--- config.mk ---
export PLATFORM = sky130hd
export DESIGN_NAME = ugc_top
export DESIGN_NICKNAME = d
export VERILOG_FILES = /design/src/ugc_pkg.sv /design/src/ugc_irq_if.sv /design/src/ugc_irq_unit.sv /design/src/ugc_top.sv
export SDC_FILE = /design/constraint.sdc
export NUM_CORES = 1
export LEC_CHECK = 0
export ABC_AREA = 1
export ABC_CLOCK_PERIOD_IN_PS = 2000
export BUFFER_PORTS_ARGS = -buffer_cell sky130_fd_sc_hd__buf_2
export CAP_MARGIN = 0
export CORE_UTILIZATION = 50
export CTS_CLUSTER_DIAMETER = 40
export DETAILED_ROUTE_END_ITERATION = 16
export GPL_TIMING_DRIVEN = 0
export PLACE_DENSITY = 0.87
export SYNTH_ARGS = -nofsm -noshare
export SYNTH_HDL_FRONTEND = slang
export SYNTH_HIERARCHICAL = 1
export SYNTH_SLANG_ARGS = --single-unit
--- constraint.sdc ---
create_clock -name pclk -period 2 [get_ports pclk]
set_input_delay 0.1 -clock pclk [delete_from_list [all_inputs] [get_ports pclk]]
set_output_delay 0.1 -clock pclk [all_outputs]
set_load 0.01 [all_outputs]
--- src/ugc_pkg.sv ---
// constants shared by the general control block and its interrupt unit
package ugc_pkg;
    // register byte offsets
    localparam logic [7:0] CTRL_OFF  = 8'h00;
    localparam logic [7:0] STAT_OFF  = 8'h04;
    localparam logic [7:0] CLR_OFF   = 8'h08;
    localparam logic [7:0] IEN_OFF   = 8'h0c;
    localparam logic [7:0] DCTRL_OFF = 8'h10;
    // general control field positions
    localparam int unsigned CTRL_EN_BIT   = 0;
    localparam int unsigned CTRL_FRZ_BIT  = 1;
    localparam int unsigned CTRL_PAD_BIT  = 2;
    localparam int unsigned CTRL_POL_BIT  = 3;
    localparam int unsigned CTRL_SEL_BIT  = 4;
    localparam int unsigned CTRL_MODE_BIT = 5;
    localparam int unsigned CTRL_VREQ_BIT = 6;
    // device general control field position
    localparam int unsigned DCTRL_LS_BIT = 0;
    // general status field positions (flags sit in bits 5:0)
    localparam int unsigned STAT_PLUG_BIT   = 8;
    localparam int unsigned STAT_VBUS_BIT   = 9;
    localparam int unsigned STAT_HOST_BIT   = 10;
    localparam int unsigned STAT_ACTIVE_BIT = 11;
    // interrupt flag indices
    localparam int unsigned NUM_FLAGS    = 6;
    localparam int unsigned FLG_PLUG     = 0;
    localparam int unsigned FLG_VBUS     = 1;
    localparam int unsigned FLG_ROLE     = 2;
    localparam int unsigned FLG_VBERR    = 3;
    localparam int unsigned FLG_BCERR    = 4;
    localparam int unsigned FLG_SUSP_TO  = 5;
    // flags that may still raise the request while the clock is frozen
    localparam logic [5:0] ASYNC_MASK = 6'h03;
    // reset values
    localparam logic       FRZ_RESET   = 1'h1;
    localparam logic [5:0] IEN_RESET   = 6'h00;
    localparam logic [5:0] FLAGS_RESET = 6'h00;
    // controller role
    typedef enum logic [1:0] {
        UGC_OFF    = 2'b00,
        UGC_DEVICE = 2'b01,
        UGC_HOST   = 2'b10
    } ugc_role_type;
endpackage : ugc_pkg

--- src/ugc_irq_if.sv ---
// signals between the control block and its interrupt flag unit
`timescale 1ns/100ps
interface ugc_irq_if;
    logic [5:0] set_evt;   // hardware events, one cycle each
    logic [5:0] clr;       // software write-one-to-clear
    logic       clr_all;   // controller disabled: drop every flag
    logic [5:0] ien;       // per-flag enables
    logic       frozen;    // clock freeze in force
    logic       wake;      // asynchronous wake-up sources, level
    logic       core_irq;  // device or host role interrupts, level
    logic [5:0] flags;
    logic       irq;
    modport ctrl (output set_evt, clr, clr_all, ien, frozen, wake, core_irq,
                  input flags, irq);
    modport unit (input set_evt, clr, clr_all, ien, frozen, wake, core_irq,
                  output flags, irq);
endinterface : ugc_irq_if

--- src/ugc_irq_unit.sv ---
// sticky general interrupt flags merged onto one request line
`timescale 1ns/100ps
module ugc_irq_unit (
    input  wire logic pclk,
    input  wire logic presetn,
    input  wire logic clk_en,
    ugc_irq_if.unit   ifc
);
    typedef struct packed {
        logic [5:0] flags;
        logic       irq;
    } ugc_irq_state_type;

    ugc_irq_state_type st_reg;
    ugc_irq_state_type st_next;
    logic [5:0]        flag_next;
    logic [5:0]        gate;

    // per flag: set wins over a software clear in the same cycle
    genvar i;
    generate
        for (i = 0; i < 6; i++) begin : g_flag
            assign flag_next[i] = ifc.set_evt[i]
                | (st_reg.flags[i] & ~ifc.clr[i] & ~ifc.clr_all);
        end
    endgenerate

    // frozen clock lets only the asynchronous flags through
    assign gate = ifc.frozen ? ugc_pkg::ASYNC_MASK : 6'h3f;

    // one request for all sources, level while any enabled flag that passes the freeze gate is set
    always_comb begin
        st_next       = st_reg;
        st_next.flags = flag_next;
        st_next.irq   = (|(flag_next & ifc.ien & gate))
                      | ifc.wake
                      | (ifc.core_irq & ~ifc.frozen);
    end

    always_ff @(posedge pclk or negedge presetn) begin
        if (!presetn) begin
            st_reg.flags <= ugc_pkg::FLAGS_RESET;
            st_reg.irq   <= 1'h0;
        end else if (clk_en) begin
            st_reg <= st_next;
        end
    end

    assign ifc.flags = st_reg.flags;
    assign ifc.irq   = st_reg.irq;
endmodule : ugc_irq_unit

--- src/ugc_top.sv ---
// general control of the usb controller: enable, role, freeze, interrupts
//
// Overview of operation
// - hardware reset disables; enabled runs device or host
// - sense pin high: status set, device role
// - sense pin low: status cleared, host role
// - enable bit reads zero after reset
// - clock freeze bit set after reset
// - transceiver held in suspend during reset
// - reset clears device and host role logic
// - buffer RAM untouched and reachable in reset
// - plug and bus-power status follow pins always
// - setup bits writable disabled, applied when running
// - enabling enters selected role in idle
// - clearing enable resets all but setup bits
// - all sources merged onto one request
// - plug, bus-power and role exchange flags
// - bus-power error, b-connection, suspend time-out flags
// - keeps running in idle sleep, irq wakes
// - only asynchronous sources wake in standby
// - bus-power flag set on either edge
// - frozen: only asynchronous sources raise request
`timescale 1ns/100ps
module ugc_top (
    input  wire logic        pclk,
    input  wire logic        presetn,
    input  wire logic        clk_en,
    input  wire logic        psel,
    input  wire logic        penable,
    input  wire logic        pwrite,
    input  wire logic [7:0]  paddr,
    input  wire logic [31:0] pwdata,
    output logic      [31:0] prdata,
    output logic             pready,
    output logic             pslverr,
    input  wire logic        plug_type_sense_pin,
    input  wire logic        bus_power_level,
    input  wire logic        role_exchange_evt,
    input  wire logic        bus_power_error_evt,
    input  wire logic        b_connection_error_evt,
    input  wire logic        suspend_timeout_evt,
    input  wire logic        wakeup_src,
    input  wire logic        host_wakeup_src,
    input  wire logic        core_irq_src,
    output logic             usb_irq,
    output logic             role_host,
    output logic             core_reset_n,
    output logic             core_clock_run,
    output logic             utmi_suspend,
    output logic             pad_enable_out,
    output logic             low_speed_out,
    output logic             bus_power_switch_out
);
    typedef struct packed {
        logic                 en;
        logic                 frz;
        logic                 pad;
        logic                 pol;
        logic                 sel;
        logic                 mode;
        logic                 vreq;
        logic [5:0]           ien;
        logic                 ls;
        ugc_pkg::ugc_role_type role;
        logic                 host;
        logic                 plug_d;
        logic                 vbus_d;
        logic                 pad_app;
        logic                 pol_app;
        logic                 ls_app;
        logic                 vbof;
        logic                 susp;
        logic                 clk_run;
        logic                 core_rst_n;
        logic [31:0]          prdata;
        logic                 pready;
        logic                 pslverr;
    } ugc_top_state_type;

    ugc_top_state_type st_reg;
    ugc_top_state_type st_next;
    ugc_irq_if         ifc ();
    logic              setup_ph;
    logic              wr_go;
    logic              eff_id;
    logic              active;

    // true when the offset names a register of this block
    function automatic logic is_mapped(input logic [7:0] a);
        return (a == ugc_pkg::CTRL_OFF) || (a == ugc_pkg::STAT_OFF)
            || (a == ugc_pkg::CLR_OFF) || (a == ugc_pkg::IEN_OFF)
            || (a == ugc_pkg::DCTRL_OFF);
    endfunction : is_mapped

    // bus phases: answer prepared in setup, write lands on the ready edge
    assign setup_ph = psel & ~penable;
    assign wr_go    = psel & penable & st_reg.pready & pwrite;
    // role source: sense pin or software mode bit, high means device
    assign eff_id   = st_reg.sel ? plug_type_sense_pin : st_reg.mode;
    assign active   = st_reg.en & ~st_reg.frz;

    // events and controls toward the interrupt unit
    assign ifc.set_evt[ugc_pkg::FLG_PLUG]    = st_reg.en
        & (plug_type_sense_pin != st_reg.plug_d);
    assign ifc.set_evt[ugc_pkg::FLG_VBUS]    = st_reg.en
        & (bus_power_level != st_reg.vbus_d);
    assign ifc.set_evt[ugc_pkg::FLG_ROLE]    = st_reg.en & role_exchange_evt;
    assign ifc.set_evt[ugc_pkg::FLG_VBERR]   = st_reg.en & bus_power_error_evt;
    assign ifc.set_evt[ugc_pkg::FLG_BCERR]   = st_reg.en & b_connection_error_evt;
    assign ifc.set_evt[ugc_pkg::FLG_SUSP_TO] = st_reg.en & suspend_timeout_evt;
    assign ifc.clr      = (wr_go && paddr == ugc_pkg::CLR_OFF) ? pwdata[5:0] : 6'h00;
    assign ifc.clr_all  = ~st_reg.en;
    assign ifc.ien      = st_reg.ien;
    assign ifc.frozen   = st_reg.frz;
    // wake sources act in any sleep state, so idle sleep wakes too
    assign ifc.wake     = wakeup_src | host_wakeup_src;
    assign ifc.core_irq = core_irq_src & st_reg.en;

    ugc_irq_unit u_irq (
        .pclk    (pclk),
        .presetn (presetn),
        .clk_en  (clk_en),
        .ifc     (ifc)
    );

    // next state: bus slave, role machine, pin tracking, applied outputs
    always_comb begin
        st_next = st_reg;
        // status mirrors of the pins run even while disabled
        st_next.plug_d = plug_type_sense_pin;
        st_next.vbus_d = bus_power_level;
        // bus answer
        st_next.pready  = 1'h0;
        st_next.pslverr = 1'h0;
        if (setup_ph) begin
            st_next.pready  = 1'h1;
            st_next.pslverr = ~is_mapped(paddr);
            st_next.prdata  = 32'h0000_0000;
            case (paddr)
                ugc_pkg::CTRL_OFF: begin
                    st_next.prdata[ugc_pkg::CTRL_EN_BIT]   = st_reg.en;
                    st_next.prdata[ugc_pkg::CTRL_FRZ_BIT]  = st_reg.frz;
                    st_next.prdata[ugc_pkg::CTRL_PAD_BIT]  = st_reg.pad;
                    st_next.prdata[ugc_pkg::CTRL_POL_BIT]  = st_reg.pol;
                    st_next.prdata[ugc_pkg::CTRL_SEL_BIT]  = st_reg.sel;
                    st_next.prdata[ugc_pkg::CTRL_MODE_BIT] = st_reg.mode;
                    st_next.prdata[ugc_pkg::CTRL_VREQ_BIT] = st_reg.vreq;
                end
                ugc_pkg::STAT_OFF: begin
                    st_next.prdata[5:0] = ifc.flags;
                    st_next.prdata[ugc_pkg::STAT_PLUG_BIT]   = st_reg.plug_d;
                    st_next.prdata[ugc_pkg::STAT_VBUS_BIT]   = st_reg.vbus_d;
                    st_next.prdata[ugc_pkg::STAT_HOST_BIT]   = st_reg.role == ugc_pkg::UGC_HOST;
                    st_next.prdata[ugc_pkg::STAT_ACTIVE_BIT] = active;
                end
                ugc_pkg::IEN_OFF:   st_next.prdata[5:0] = st_reg.ien;
                ugc_pkg::DCTRL_OFF: st_next.prdata[ugc_pkg::DCTRL_LS_BIT] = st_reg.ls;
                default:            st_next.prdata = 32'h0000_0000;
            endcase
        end
        // register writes, accepted whether enabled or not, except IEN and the vreq bit, which stay cleared while disabled
        if (wr_go) begin
            case (paddr)
                ugc_pkg::CTRL_OFF: begin
                    st_next.en   = pwdata[ugc_pkg::CTRL_EN_BIT];
                    st_next.frz  = pwdata[ugc_pkg::CTRL_FRZ_BIT];
                    st_next.pad  = pwdata[ugc_pkg::CTRL_PAD_BIT];
                    st_next.pol  = pwdata[ugc_pkg::CTRL_POL_BIT];
                    st_next.sel  = pwdata[ugc_pkg::CTRL_SEL_BIT];
                    st_next.mode = pwdata[ugc_pkg::CTRL_MODE_BIT];
                    st_next.vreq = pwdata[ugc_pkg::CTRL_VREQ_BIT];
                end
                ugc_pkg::IEN_OFF:   st_next.ien = pwdata[5:0];
                ugc_pkg::DCTRL_OFF: st_next.ls  = pwdata[ugc_pkg::DCTRL_LS_BIT];
                default:            st_next.ls  = st_reg.ls;
            endcase
        end
        // disabled acts as reset except for the setup bits
        if (!st_reg.en) begin
            st_next.ien  = ugc_pkg::IEN_RESET;
            st_next.vreq = 1'h0;
        end
        // role machine: off until enabled, then follows the plug type
        case (st_reg.role)
            ugc_pkg::UGC_OFF: begin
                if (st_reg.en) begin
                    st_next.role = eff_id ? ugc_pkg::UGC_DEVICE
                                          : ugc_pkg::UGC_HOST;
                end
            end
            ugc_pkg::UGC_DEVICE: begin
                if (!st_reg.en) begin
                    st_next.role = ugc_pkg::UGC_OFF;
                end else if (!eff_id) begin
                    st_next.role = ugc_pkg::UGC_HOST;
                end
            end
            ugc_pkg::UGC_HOST: begin
                if (!st_reg.en) begin
                    st_next.role = ugc_pkg::UGC_OFF;
                end else if (eff_id) begin
                    st_next.role = ugc_pkg::UGC_DEVICE;
                end
            end
            default: st_next.role = ugc_pkg::UGC_OFF;
        endcase
        // setup bits reach the pads only while enabled and unfrozen
        if (active) begin
            st_next.pad_app = st_reg.pad;
            st_next.pol_app = st_reg.pol;
            st_next.ls_app  = st_reg.ls;
        end
        // bus-power switch: polarity set means active low output
        st_next.vbof       = (st_reg.vreq & st_reg.en) ^ st_reg.pol_app;
        st_next.susp       = ~active;
        st_next.clk_run    = active;
        // role logic reset; the buffer RAM is outside it and stays readable
        st_next.core_rst_n = st_reg.en;
        // host indication registered together with the role it decodes
        st_next.host       = st_next.role == ugc_pkg::UGC_HOST;
    end

    // state register; reset leaves the controller disabled and frozen
    always_ff @(posedge pclk or negedge presetn) begin
        if (!presetn) begin
            st_reg            <= '0;
            st_reg.frz        <= ugc_pkg::FRZ_RESET;
            st_reg.susp       <= 1'h1;
            st_reg.role       <= ugc_pkg::UGC_OFF;
        end else if (clk_en) begin
            st_reg <= st_next;
        end
    end

    // outputs straight from flip-flops
    assign prdata               = st_reg.prdata;
    assign pready               = st_reg.pready;
    assign pslverr              = st_reg.pslverr;
    assign usb_irq              = ifc.irq;
    assign role_host            = st_reg.host;
    assign core_reset_n         = st_reg.core_rst_n;
    assign core_clock_run       = st_reg.clk_run;
    assign utmi_suspend         = st_reg.susp;
    assign pad_enable_out       = st_reg.pad_app;
    assign low_speed_out        = st_reg.ls_app;
    assign bus_power_switch_out = st_reg.vbof;
endmodule : ugc_top

Yosys cells after proc, flatten, opt, wreduce, memory -nomap -nowiden:

Index checks and enable logic that the tools add are counted.

* register bits: 46
* input port bits: 55
* logic and storage cells: 119

* equality and inequality tests: 12
* mux-type cells: 20
* bitwise logic cells: 48
* reductions and logical operators: 14

Operator list (number)
* $and 1x1->1: 26
* $mux 6: 3
* $eq 8x4->1 const B: 2
* $pmux 5 s3: 1
* $mux 2: 7
* $and 6x6->6: 2
* $reduce_and 3->1: 4
* $not 1->1: 10
* $or 1x1->1: 9
* $eq 8x3->1 const B: 1
* $eq 8x5->1 const B: 1
* $logic_not 8->1: 1
* $mux 8: 1
* $mux 7: 1
* $ne 2x1->1 const B: 3
* $pmux 2 s3: 1
* $reduce_or 6->1: 1
* $eq 2x2->1 const B: 2
* $logic_or 1x1->1: 4
* $mux 1: 4
* $mux 4: 1
* $pmux 1 s4: 1
* $reduce_and 2->1: 2
* $eq 2x1->1 const B: 1
* other kinds (4): 5

Logic depth before layout (Yosys ltp):

Gate-level depths: netlist of the first run.

* word-level depth: 14
* depth in mapped cells: 13
* mapped depth without buffers: 12

By module:

The synthesis of the first run kept the hierarchy.

By module, submodules not included
* ugc_top: instances 1, cells each 286, area an instance 2285.9 um^2, sequential area each 978.4 um^2
* ugc_irq_unit: instances 1, cells each 59, area an instance 396.6 um^2, sequential area each 175.2 um^2

Worst setup path before layout of the first run:

OpenSTA, ideal clock, no wires.

* path kind: reg2reg
* start: register st_reg, in the netlist pready
* end: register u_irq/ifc.irq (netlist name)
* library setup time: 124 ps
* data arrival time: 1408 ps
* path slack: 468 ps
* stages on the path, launching flop included: 12
* period minus slack after synthesis: 1532 ps
* cells stage by stage: dfrtp_1 > nand4_2 > nor3_1 > nand3_2 > nor2_1 > nor2_1 > nand2_1 > nand2_1 > nand2_1 > nand3_1 > o21bai_1 > a21oi_1

* word-level cells in the longest chain between the ends: 13
* elaborated cells between the ends (all ways): 33
* classes of those cells: mux (1); bitwise (30); reduce/logical (2)

RTL lines
* start, declared: line ugc_top.sv:80 `ugc_top_state_type st_reg;`
* start signal, assigned: line ugc_top.sv:231 `st_reg <= st_next;`
* $and 1x1->1 (2 in a row): line ugc_top.sv:97 `assign wr_go = psel & penable & st_reg.pready & pwrite;`
* $logic_and 1x1->1: line ugc_top.sv:111 `assign ifc.clr = (wr_go && paddr == ugc_pkg::CLR_OFF) ? pwdata[5:0] : 6'h00;`
* $mux 6: line ugc_top.sv:111
* via ifc.clr[5]: line ugc_irq_if.sv:5 `logic [5:0] clr;`
* $not 1->1: line ugc_irq_unit.sv:24 `| (st_reg.flags[i] & ~ifc.clr[i] & ~ifc.clr_all);`
* $and 1x1->1 (2 in a row): line ugc_irq_unit.sv:24
* $or 1x1->1: line ugc_irq_unit.sv:24
* $and 6x6->6 (2 in a row): line ugc_irq_unit.sv:35 `st_next.irq = (|(flag_next & ifc.ien & gate))`
* $reduce_or 6->1: line ugc_irq_unit.sv:35
* $or 1x1->1: line ugc_irq_unit.sv:36 `| ifc.wake`
* $or 1x1->1: line ugc_irq_unit.sv:37 `| (ifc.core_irq & ~ifc.frozen);`

The timed path passes the listed nets, and every way through them passes these cells.
A chain may end at the register's enable or synchronous reset.

Final worst setup path of the first run:

* start: register st_reg, in the netlist pready
* end: register u_irq/ifc.irq (netlist name)

* word-level cells in the longest chain between the ends: 13
* elaborated cells between the ends (all ways): 33
* classes of those cells: mux (1); bitwise (30); reduce/logical (2)

RTL lines (line)
* $and 1x1->1 (2 in a row): ugc_top.sv:97
* $logic_and 1x1->1: ugc_top.sv:111
* $mux 6: ugc_top.sv:111
* via ifc.clr[2]: ugc_irq_if.sv:5
* $not 1->1: ugc_irq_unit.sv:24
* $and 1x1->1 (2 in a row): ugc_irq_unit.sv:24
* $or 1x1->1: ugc_irq_unit.sv:24
* $and 6x6->6 (2 in a row): ugc_irq_unit.sv:35
* $reduce_or 6->1: ugc_irq_unit.sv:35
* $or 1x1->1: ugc_irq_unit.sv:36
* $or 1x1->1: ugc_irq_unit.sv:37

The timed path passes the listed nets, and every way through them passes these cells.

==> run summary, run 1 <==
Run status: finished, final reports clean
Avg Inst Size Synth: 7.78 um^2
Grt ovf: 0
CP arrival: 1.95 ns
Period utilisation layout: 0.877
Die area: 5660 um^2
Worst path slowest cell: dfrtp_1
DRC errors left: 0
Number of max-cap violations: 0
Sw Pwr: 0.000431 W
Layout Nets: 478
Total GRT Usage: 0.233
Worst Slack Setup Final: 0.246 ns
Slew @ Worst Pin: 1.02 ns
Crit end category: register
Routability cong.: 0.914
VDD IR max: 0.000259 V
Final Hold Vio Count: 0
TritonCTS clock tree: built
Post-Syn Area: 2680 um^2
RSZ-0062 raised after global routing: no
Wirelength, routed: 5800 um
Drt pass-1 iters: 4
Gate power share: 0.115
Layout area overhead: 18.8%
H-tree depth: 2
Initial antenna violation count: 0
Via density: 4.72
Worst path required time: 2.20 ns
Initial DRC count: 140
Placed insts: 485
Antenna viol nets, final: 0
I/O Pins: 97
Leakage: 1.86 nW
Largest net degree at the start of global routing: 47
Antenna diode count: 0
Via count: 2,334
CP delay by family, top: simple AND/OR/NAND/NOR gates
Seq/Total Area, Yosys: 0.430
Sw Ratio: 0.253
Clk slew on worst S/H paths: 0.08 ns
Yosys cell types: 33
Worst hold path class: input pin to register
Clock tree sinks: 46
Drt wl/cell: 11.7 um
Final Util: 0.620
TritonCTS buffer count: 5
Delay of the slowest critical-path stage: 0.38 ns
Worst slack at placement: 0.285 ns
Crit-path most repeated cell: nand2_1
Max-slew headroom: 0.321
Layout cells sized above 1: 0.311
IO buf count: 50
Yosys warning total: 6
Worst-path fanout max: 6
Setup bufs post-CTS: 0
Yosys reg bits: 46
Clk_lat worst skew: 0.31 ns
Horiz. Die Dim: 75.2 um
CP Cell Sequence: nand4_2 > nor3_1 > nand3_2 > nor2_1 > nor2_1 > nand2_1 > nand2_1 > nand2_1 > nand3_1 > o21bai_1 > a21oi_1
CP bufs+invs: 0
Clock share of power: 0.321
First-pass GRT wire length: 9560 um
Final Setup Violations: 0
Mapped Cells: 345
Period minus WS final: 1.75 ns
WS Path Type: register to register
Startpoint class of the critical path: register
Max frequency: 0.570 GHz
Vias in the first global route: 2,137
Internal power: 0.00127 W
Power per cell area: 535 nW/um^2
Initial Utilization: 0.522
Root Driver: clkbuf_8
Final setup TNS: 0 ns
Die Y: 75.2 um
Cell row count: 26
Core region area: 5140 um^2
Final Slew Violations: 0
Final HPWL DP: 4430 um
Non-filler instance count after layout: 494
Seq pwr share: 0.564
Flop2flop setup slack: 0.25 ns
Max Root-Sink Buffers: 2
Final Skew: 0.00706 ns
==> logic make-up (layout without fill, tap and decap cells) <==
kind of cell	after synthesis	in the layout	synth area share
simple gates	183	183	0.312
buf+inv	78	137	0.167
flops	46	46	0.430
compound gates	35	35	0.0840
xor+xnor	2	2	0.00653
other cells	1	21	0.00140
==> routing by layer <==
metal	part of all wire	vias to the layer above	global-route usage
met5	0	-	0
met4	0.025	0	0.0926
met3	0.076	14	0.0656
met2	0.46	97	0.383
met1	0.44	1042	0.291
li1	-	1181	-
==> power by group through the flow <==
| stage | clock network, W | registers [W] | logic [W] |
|---|---|---|---|
| after floorplan | 0 | 0.000978 | 0.000115 |
| after global placement | 0 | 0.000978 | 0.000189 |
| after detailed placement | 0 | 0.000979 | 0.000193 |
| after CTS | 0.000560 | 0.000961 | 0.000195 |
| after global routing | 0.000599 | 0.000964 | 0.000222 |
| final | 0.000547 | 0.000961 | 0.000195 |
==> cell type report <==
type	count	area, um^2
sequential	46	1150
timing repair buffer	51	260
multi-input combinational	241	1160
fill	485	1950
tap	70	87.6
buffer	40	302
clock buffer	8	80.1
inverter	38	145
==> cells in the mapped netlist <==
cell / n / area [um^2]
buf_4: 33 / 248
nor2_8: 1 / 20.0
nor2_2: 5 / 31.3
xor2_1: 1 / 8.76
nor3_2: 1 / 10.0
o21bai_1: 1 / 7.51
o21ai_2: 10 / 87.6
a31oi_1: 5 / 31.3
nand3_2: 2 / 20.0
inv_2: 2 / 7.51
buf_6: 3 / 33.8
buf_2: 4 / 20.0
nand2_1: 102 / 383
a21oi_1: 5 / 25.0
nand2_4: 2 / 22.5
dfrtp_1: 44 / 1100
o21ai_1: 6 / 30.0
xnor2_1: 1 / 8.76
nand2_2: 6 / 37.5
clkinv_1: 1 / 3.75
nor2_1: 27 / 101
nand4_2: 1 / 12.5
conb_1: 1 / 3.75
nor3_1: 2 / 10.0
inv_1: 34 / 128
nor2_4: 2 / 22.5
nand3b_1: 1 / 7.51
a22o_1: 1 / 8.76
dfstp_2: 2 / 52.6
o21ai_0: 7 / 35.0
or2_2: 2 / 12.5
nand3_1: 29 / 145
inv_4: 1 / 6.26
==> cells in the final DEF, fill, tap and decap left out <==
cell,count
a21oi_1,5
a22o_1,1
a31oi_1,5
buf_2,54
buf_4,33
buf_6,3
clkbuf_1,3
clkbuf_8,5
clkinv_1,1
conb_1,21
dfrtp_1,44
dfstp_2,2
dlygate4sd3_1,1
inv_1,34
inv_2,2
inv_4,1
nand2_1,102
nand2_2,6
nand2_4,2
nand3_1,29
nand3_2,2
nand3b_1,1
nand4_2,1
nor2_1,27
nor2_2,5
nor2_4,2
nor2_8,1
nor3_1,2
nor3_2,1
o21ai_0,7
o21ai_1,6
o21ai_2,10
o21bai_1,1
or2_2,2
xnor2_1,1
xor2_1,1
==> worst register-to-register path, cell delays in order, from the launching register on <==
cell and delay, ns:
dfrtp_1 0.38, nand4_2 0.18, nor3_1 0.22, nand3_2 0.18, nor2_1 0.16, nor2_1 0.05, nand2_1 0.07, nand2_1 0.06
nand2_1 0.06, nand3_1 0.07, o21bai_1 0.14, a21oi_1 0.08
==> repair_timing <==
item / CTS / global route
endpoints found under the hold margin: 18 / 0
setup endpoints to repair: 0 / 0
gates resized for setup: 0 / 0
hold buffers: 1 / 0
==> path summary, 6_finish.rpt <==
check                           depth (start not counted)                                to                       from
worst max register to register                         11         u_irq/ifc.irq$_DFFE_PN0P_         pready$_DFFE_PN0P_
worst min-delay path                                    3            st_reg[42]$_DFFE_PN0P_        plug_type_sense_pin
worst max-delay path                                   11         u_irq/ifc.irq$_DFFE_PN0P_         pready$_DFFE_PN0P_
worst min register to register                          2         low_speed_out$_DFFE_PN0P_  low_speed_out$_DFFE_PN0P_
max in group asynchronous                               2         low_speed_out$_DFFE_PN0P_                    presetn
min in group asynchronous                               2  bus_power_switch_out$_DFFE_PN0P_                    presetn
==> stage by stage <==
step	instance area, um^2	hold slack, ns	total power, W
2_1_floorplan	2760	-0.196	0.00109
3_3_place_gp	3100	0.315	0.00117
3_5_place_dp	3100	0.324	0.00117
4_1_cts	3190	0.0184	0.00172
5_1_grt	3190	0.0326	0.00178
6_report	3190	0.0242	0.00170
(Power assumes the default switching activity.)
==> inputs of run 2 (changes only) <==
Settings changed: CORE_ASPECT_RATIO from default to 1.5.
==> run summary, run 2 (synthesized netlist as in run 1, its figures left out) <==
First-pass GRT wire length: 10,400 um (was 9560 um)
Total GRT Usage: 0.248 (was 0.233)
TritonCTS buffer count: 5 (unchanged)
Die area: 5670 um^2 (was 5660 um^2)
Power per cell area: 581 nW/um^2 (was 535 nW/um^2)
Seq pwr share: 0.517 (was 0.564)
Clock tree sinks: 46 (unchanged)
Delay of the slowest critical-path stage: 0.39 ns (was 0.38 ns)
Startpoint class of the critical path: register (unchanged)
TritonCTS clock tree: built (unchanged)
Die Y: 91.7 um (was 75.2 um)
CP Cell Sequence: nand4_2 > nor3_1 > nand3_2 > nor2_1 > nor2_1 > nand2_1 > nand2_1 > nand2_1 > nand3_1 > o21bai_1 > a21oi_1 (unchanged)
Crit end category: register (unchanged)
RSZ-0062 raised after global routing: no (unchanged)
Layout area overhead: 19.4% (was 18.8%)
Clk slew on worst S/H paths: 0.09 ns (was 0.08 ns)
Worst path required time: 2.19 ns (was 2.20 ns)
Crit-path most repeated cell: nand2_1 (unchanged)
Horiz. Die Dim: 61.8 um (was 75.2 um)
Worst-path fanout max: 6 (unchanged)
IO buf count: 50 (unchanged)
Initial DRC count: 144 (was 140)
Setup bufs post-CTS: 0 (unchanged)
Met1 Use GR: 0.287 (was 0.291)
Clock share of power: 0.378 (was 0.321)
Layout Nets: 477 (was 478)
Total power: 0.00186 W (was 0.00170 W)
Clk_lat worst skew: 0.31 ns (about the same)
Cell row count: 32 (was 26)
Wirelength, routed: 6040 um (was 5800 um)
# hold bufs at CTS: 0 (was 1)
Max frequency: 0.556 GHz (was 0.570 GHz)
Commonest non-fill, non-tap cells in the layout: nand2_1, buf_2, dfrtp_1 (unchanged)
Cell area after placement: 3090 um^2 (was 3100 um^2)
M3 GR Usage: 0.0381 (was 0.0656)
Via count: 2,372 (was 2,334)
I/O Pins: 97 (unchanged)
Period minus WS final: 1.80 ns (was 1.75 ns)
Period utilisation layout: 0.899 (was 0.877)
Final Setup Violations: 0 (unchanged)
Met2 GRT Util: 0.421 (was 0.383)
Failing checks: negative hold slack
Cell area after layout: 3200 um^2 (was 3190 um^2)
Grt ovf: 0 (unchanged)
Sw Ratio: 0.250 (was 0.253)
Gate power share: 0.105 (was 0.115)
WS Path Type: register to register (unchanged)
WHS: -0.0400 ns (was 0.0242 ns)
Number of max-cap violations: 0 (unchanged)
Most Used Layer, Global Route: met2 (unchanged)
Max-slew headroom: 0.329 (was 0.321)
Slew @ Worst Pin: 1.01 ns (was 1.02 ns)
Drt pass-1 iters: 4 (unchanged)
Antenna diode count: 0 (unchanged)
Core region area: 5160 um^2 (was 5140 um^2)
Routability cong.: 0.944 (was 0.914)
Vias in the first global route: 2,313 (was 2,137)
H-tree depth: 2 (unchanged)
Root Driver: clkbuf_8 (unchanged)
Via density: 4.83 (was 4.72)
Layout cells sized above 1: 0.317 (was 0.311)
Final HPWL DP: 4600 um (was 4430 um)
CP arrival: 1.99 ns (was 1.95 ns)
Worst path slowest cell: dfrtp_1 (unchanged)
Largest net degree at the start of global routing: 47 (unchanged)
Sw Pwr: 0.000465 W (was 0.000431 W)
Internal power: 0.00140 W (was 0.00127 W)
Initial antenna violation count: 0 (unchanged)
DRC errors left: 0 (unchanged)
Worst hold path class: input pin to async pin (was input pin to register)
Max Root-Sink Buffers: 2 (unchanged)
Final Hold Vio Count: 44 (was 0)
Commonest non-fill, non-tap cell in the layout: nand2_1 (unchanged)
Final Skew: 0.00923 ns (was 0.00706 ns)
VDD IR max: 0.000374 V (was 0.000259 V)
Post-CTS sizing: 0 (unchanged)
Antenna viol nets, final: 0 (unchanged)
Initial Utilization: 0.519 (was 0.522)
Run status: finished with violations (was finished, final reports clean)
Final setup TNS: 0 ns (unchanged)
Leakage: 1.86 nW (about the same)
Final Slew Violations: 0 (unchanged)
Drt wl/cell: 12.3 um (was 11.7 um)
==> run 2: cell count changes in the layout (fill, tap and decap cells not counted) <==
cell / change
clkinvlp_4: +1
bufinv_16: +1
dlygate4sd3_1: -1
clkbuf_1: -2
==> run 2: power by group through the flow <==
stage	logic, W	registers (W)	clock network, W
after floorplan	0.000115	0.000978	0
after global placement	0.000190	0.000979	0
after detailed placement	0.000194	0.000980	0
after CTS	0.000196	0.000962	0.000703
after global routing	0.000222	0.000965	0.000732
final	0.000196	0.000962	0.000703
==> run 2: worst paths after layout <==
| kind | startpoint | endpoint | slack (ns) | depth (start not counted) |
|---|---|---|---|---|
| max in group asynchronous | presetn | u_irq/ifc.flags[3]$_DFFE_PN0P_ | 1.42 | 1 |
| hold reg to reg | core_reset_n$_DFFE_PN0P_ | core_reset_n$_DFFE_PN0P_ | 0.48 | 2 |
| setup reg to reg | pready$_DFFE_PN0P_ | u_irq/ifc.irq$_DFFE_PN0P_ | 0.20 | 11 |
| setup / recovery | pready$_DFFE_PN0P_ | u_irq/ifc.irq$_DFFE_PN0P_ | 0.20 | 11 |
| hold / removal | presetn | st_next[34]$_DFFE_PN0P_ | -0.04 | 1 |
| min in group pclk | plug_type_sense_pin | st_reg[42]$_DFFE_PN0P_ | 0.02 | 3 |
==> run 2: final cells by class <==
class / instances / area [um^2]
Fill cell: 475 / 1960
Multi-Input combinational cell: 241 / 1160
Sequential cell: 46 / 1150
Buffer: 40 / 302
Timing Repair Buffer: 50 / 250
Inverter: 38 / 145
Tap cell: 68 / 85.1
Clock buffer: 6 / 72.6
Clock inverter: 2 / 37.5
==> run 2: through the flow <==
step | utilization | instances | setup WS (ns)
2_1_floorplan | - | 365 | 0.468
3_3_place_gp | 0.599 | 483 | 0.284
3_5_place_dp | 0.599 | 483 | 0.261
4_1_cts | 0.620 | 491 | 0.207
5_1_grt | 0.620 | 491 | 0.0431
6_report | 0.620 | 491 | 0.202
==> run 2: layer usage <==
layer,share of wire,wire (um)
met1,0.39,2330
met2,0.53,3170
met3,0.051,310
met4,0.038,229
met5,0,0
==> run 2: critical path, delay by kind of cell, from the launching register on <==
family | cells | cell delay (ns)
simple gates | 9 | 1.06
compound gates | 2 | 0.22
flops | 1 | 0.39
==> inputs of run 3 (changes only) <==
Settings changed: HOLD_SLACK_MARGIN from default to 0.1, SETUP_SLACK_MARGIN from default to 0.3.
==> run summary, run 3 (synthesized netlist as in run 1, its figures left out) <==
Run status: finished, final reports clean (was finished with violations)
Max-slew headroom: 0.326 (was 0.329)
Worst r2r src: pready$_DFFE_PN0P_ (unchanged)
Fillers: 470 (was 475)
Period utilisation layout: 0.851 (was 0.899)
Worst hold path class: input pin to register (was input pin to async pin)
WHS: 0.121 ns (was -0.0400 ns)
Core region area: 5160 um^2 (unchanged)
Leakage: 1.91 nW (was 1.86 nW)
Layout area overhead: 24.1% (was 19.4%)
Initial Utilization: 0.519 (unchanged)
Commonest non-fill, non-tap cell in the layout: nand2_1 (unchanged)
First-pass GRT wire length: 10,700 um (was 10,400 um)
Flop2flop setup slack: 0.30 ns (was 0.20 ns)
Antenna diode count: 0 (unchanged)
Largest net degree at the start of global routing: 47 (unchanged)
Worst Min Path Start: penable
IO buf count: 50 (unchanged)
Commonest non-fill, non-tap cells in the layout: nand2_1, buf_2, dfrtp_1 (unchanged)
Non-filler instance count after layout: 502 (was 491)
VDD IR max: 0.000373 V (was 0.000374 V)
Critical path launch point: pready$_DFFE_PN0P_ (unchanged)
Number of max-cap violations: 0 (unchanged)
Layout cells sized above 1: 0.318 (was 0.317)
Final Setup Violations: 0 (unchanged)
Clock tree sinks: 46 (unchanged)
R2R depth: 11 (unchanged)
Antenna viol nets, final: 0 (unchanged)
TritonCTS buffer count: 5 (unchanged)
Worst path required time: 2.19 ns (about the same)
Final HPWL DP: 4600 um (unchanged)
Clk_lat worst skew: 0.30 ns (was 0.31 ns)
Drt pass-1 iters: 4 (unchanged)
WS Path Type: register to register (unchanged)
Vias in the first global route: 2,397 (was 2,313)
Placed insts: 483 (unchanged)
Via count: 2,420 (was 2,372)
FF/Latch Area: 1150 um^2 (unchanged)
H-tree depth: 2 (unchanged)
DRC errors left: 0 (unchanged)
Initial antenna violation count: 0 (unchanged)
CP arrival: 1.89 ns (was 1.99 ns)
Root Driver: clkbuf_8 (unchanged)
WHS Path Cells: 4
Final setup TNS: 0 ns (unchanged)
Die Y: 91.7 um (unchanged)
Initial DRC count: 112 (was 144)
Crit-path most repeated cell: nand2_1 (unchanged)
Final Hold Vio Count: 0 (was 44)
Period minus WS final: 1.70 ns (was 1.80 ns)
Startpoint class of the critical path: register (unchanged)
Grt ovf: 0 (unchanged)
Worst-path fanout max: 6 (unchanged)
Cell row count: 32 (unchanged)
Total GRT Usage: 0.254 (was 0.248)
Die area: 5670 um^2 (unchanged)
Slew @ Worst Pin: 1.01 ns (about the same)
Drt wl/cell: 12.3 um (about the same)
Routability cong.: 0.944 (unchanged)
Clk slew on worst S/H paths: 0.09 ns (about the same)
Worst path slowest cell: dfrtp_1 (unchanged)
RSZ-0062 raised after global routing: yes (was no)
TritonCTS clock tree: built (unchanged)
Final Skew: 0.00882 ns (was 0.00923 ns)
Power per cell area: 565 nW/um^2 (was 581 nW/um^2)
Delay of the slowest critical-path stage: 0.40 ns (was 0.39 ns)
Horiz. Die Dim: 61.8 um (unchanged)
Layout Nets: 488 (was 477)
Max frequency: 0.587 GHz (was 0.556 GHz)
Final Slew Violations: 0 (unchanged)
Wirelength, routed: 6170 um (was 6040 um)
I/O Pins: 97 (unchanged)
CP Cell Sequence: nand4_4 > nor3_2 > nand3_2 > nor2_1 > nor2_1 > nand2_1 > nand2_1 > nand2_1 > nand3_1 > o21bai_1 > a21oi_1 (was nand4_2 > nor3_1 > nand3_2 > nor2_1 > nor2_1 > nand2_1 > nand2_1 > nand2_1 > nand3_1 > o21bai_1 > a21oi_1)
Crit end category: register (unchanged)
Via density: 4.82 (was 4.83)
Area of the multi-input gates: 1180 um^2 (was 1160 um^2)
Max Root-Sink Buffers: 2 (unchanged)
==> run 3: worst max-delay path, delay by kind of cell (launching register included) <==
family           cells  cell delay, ns
AND/OR/NAND/NOR      9            0.96
AO/OA/AOI/OAI        2            0.24
flip-flops           1            0.40
==> run 3: path summary, 6_finish.rpt <==
check	to
max	u_irq/ifc.irq$_DFFE_PN0P_
min	prdata[11]$_DFFE_PN0P_
max reg2reg	u_irq/ifc.irq$_DFFE_PN0P_
min reg2reg	core_reset_n$_DFFE_PN0P_
max in group asynchronous	u_irq/ifc.flags[3]$_DFFE_PN0P_
min in group asynchronous	bus_power_switch_out$_DFFE_PN0P_
==> run 3: power breakdown <==
group / leakage (nW) / switching (W) / internal, W / total (W)
registers: 0.618 / 0.0000155 / 0.000947 / 0.000962
logic: 1.24 / 0.000125 / 0.0000908 / 0.000215
clock network: 0.0514 / 0.000330 / 0.000373 / 0.000703
total: 1.91 / 0.000470 / 0.00141 / 0.00188
==> run 3: routing by layer <==
metal  global-route usage  vias to the layer above  wire length [um]
met5                    0                        -                 0
met4                0.128                        0               236
met3               0.0353                       19               271
met2                0.436                       94              3260
met1                0.293                     1109              2410
li1                     -                     1198                 -
==> run 3: cell type report <==
type,instances,area share
inverters,38,0.0436
clock buffers,6,0.0218
repair buffers,61,0.107
multi-input cells,241,0.353
well taps,68,0.0256
clock inverters,2,0.0113
plain buffers,40,0.0906
flip-flops and latches,46,0.346
==> run 3: through the flow <==
step | util | worst slack [ns] | cell area, um^2 | total power [W]
2_1_floorplan | - | 0.468 | 2760 | 0.00109
3_3_place_gp | 0.599 | 0.284 | 3090 | 0.00117
3_5_place_dp | 0.599 | 0.261 | 3090 | 0.00117
4_1_cts | 0.644 | 0.321 | 3330 | 0.00188
5_1_grt | 0.645 | 0.149 | 3330 | 0.00194
6_report | 0.645 | 0.298 | 3330 | 0.00188
==> run 3: what timing repair did <==
action / CTS / global route
gates resized for setup: 3 / 1
endpoints found under the hold margin: 55 / 0
hold buffers: 10 / 0
setup buffers: 1 / 0
gates cloned: 0 / 0
endpoints found under the setup margin: 1 / 1
pin swaps: 1 / 1
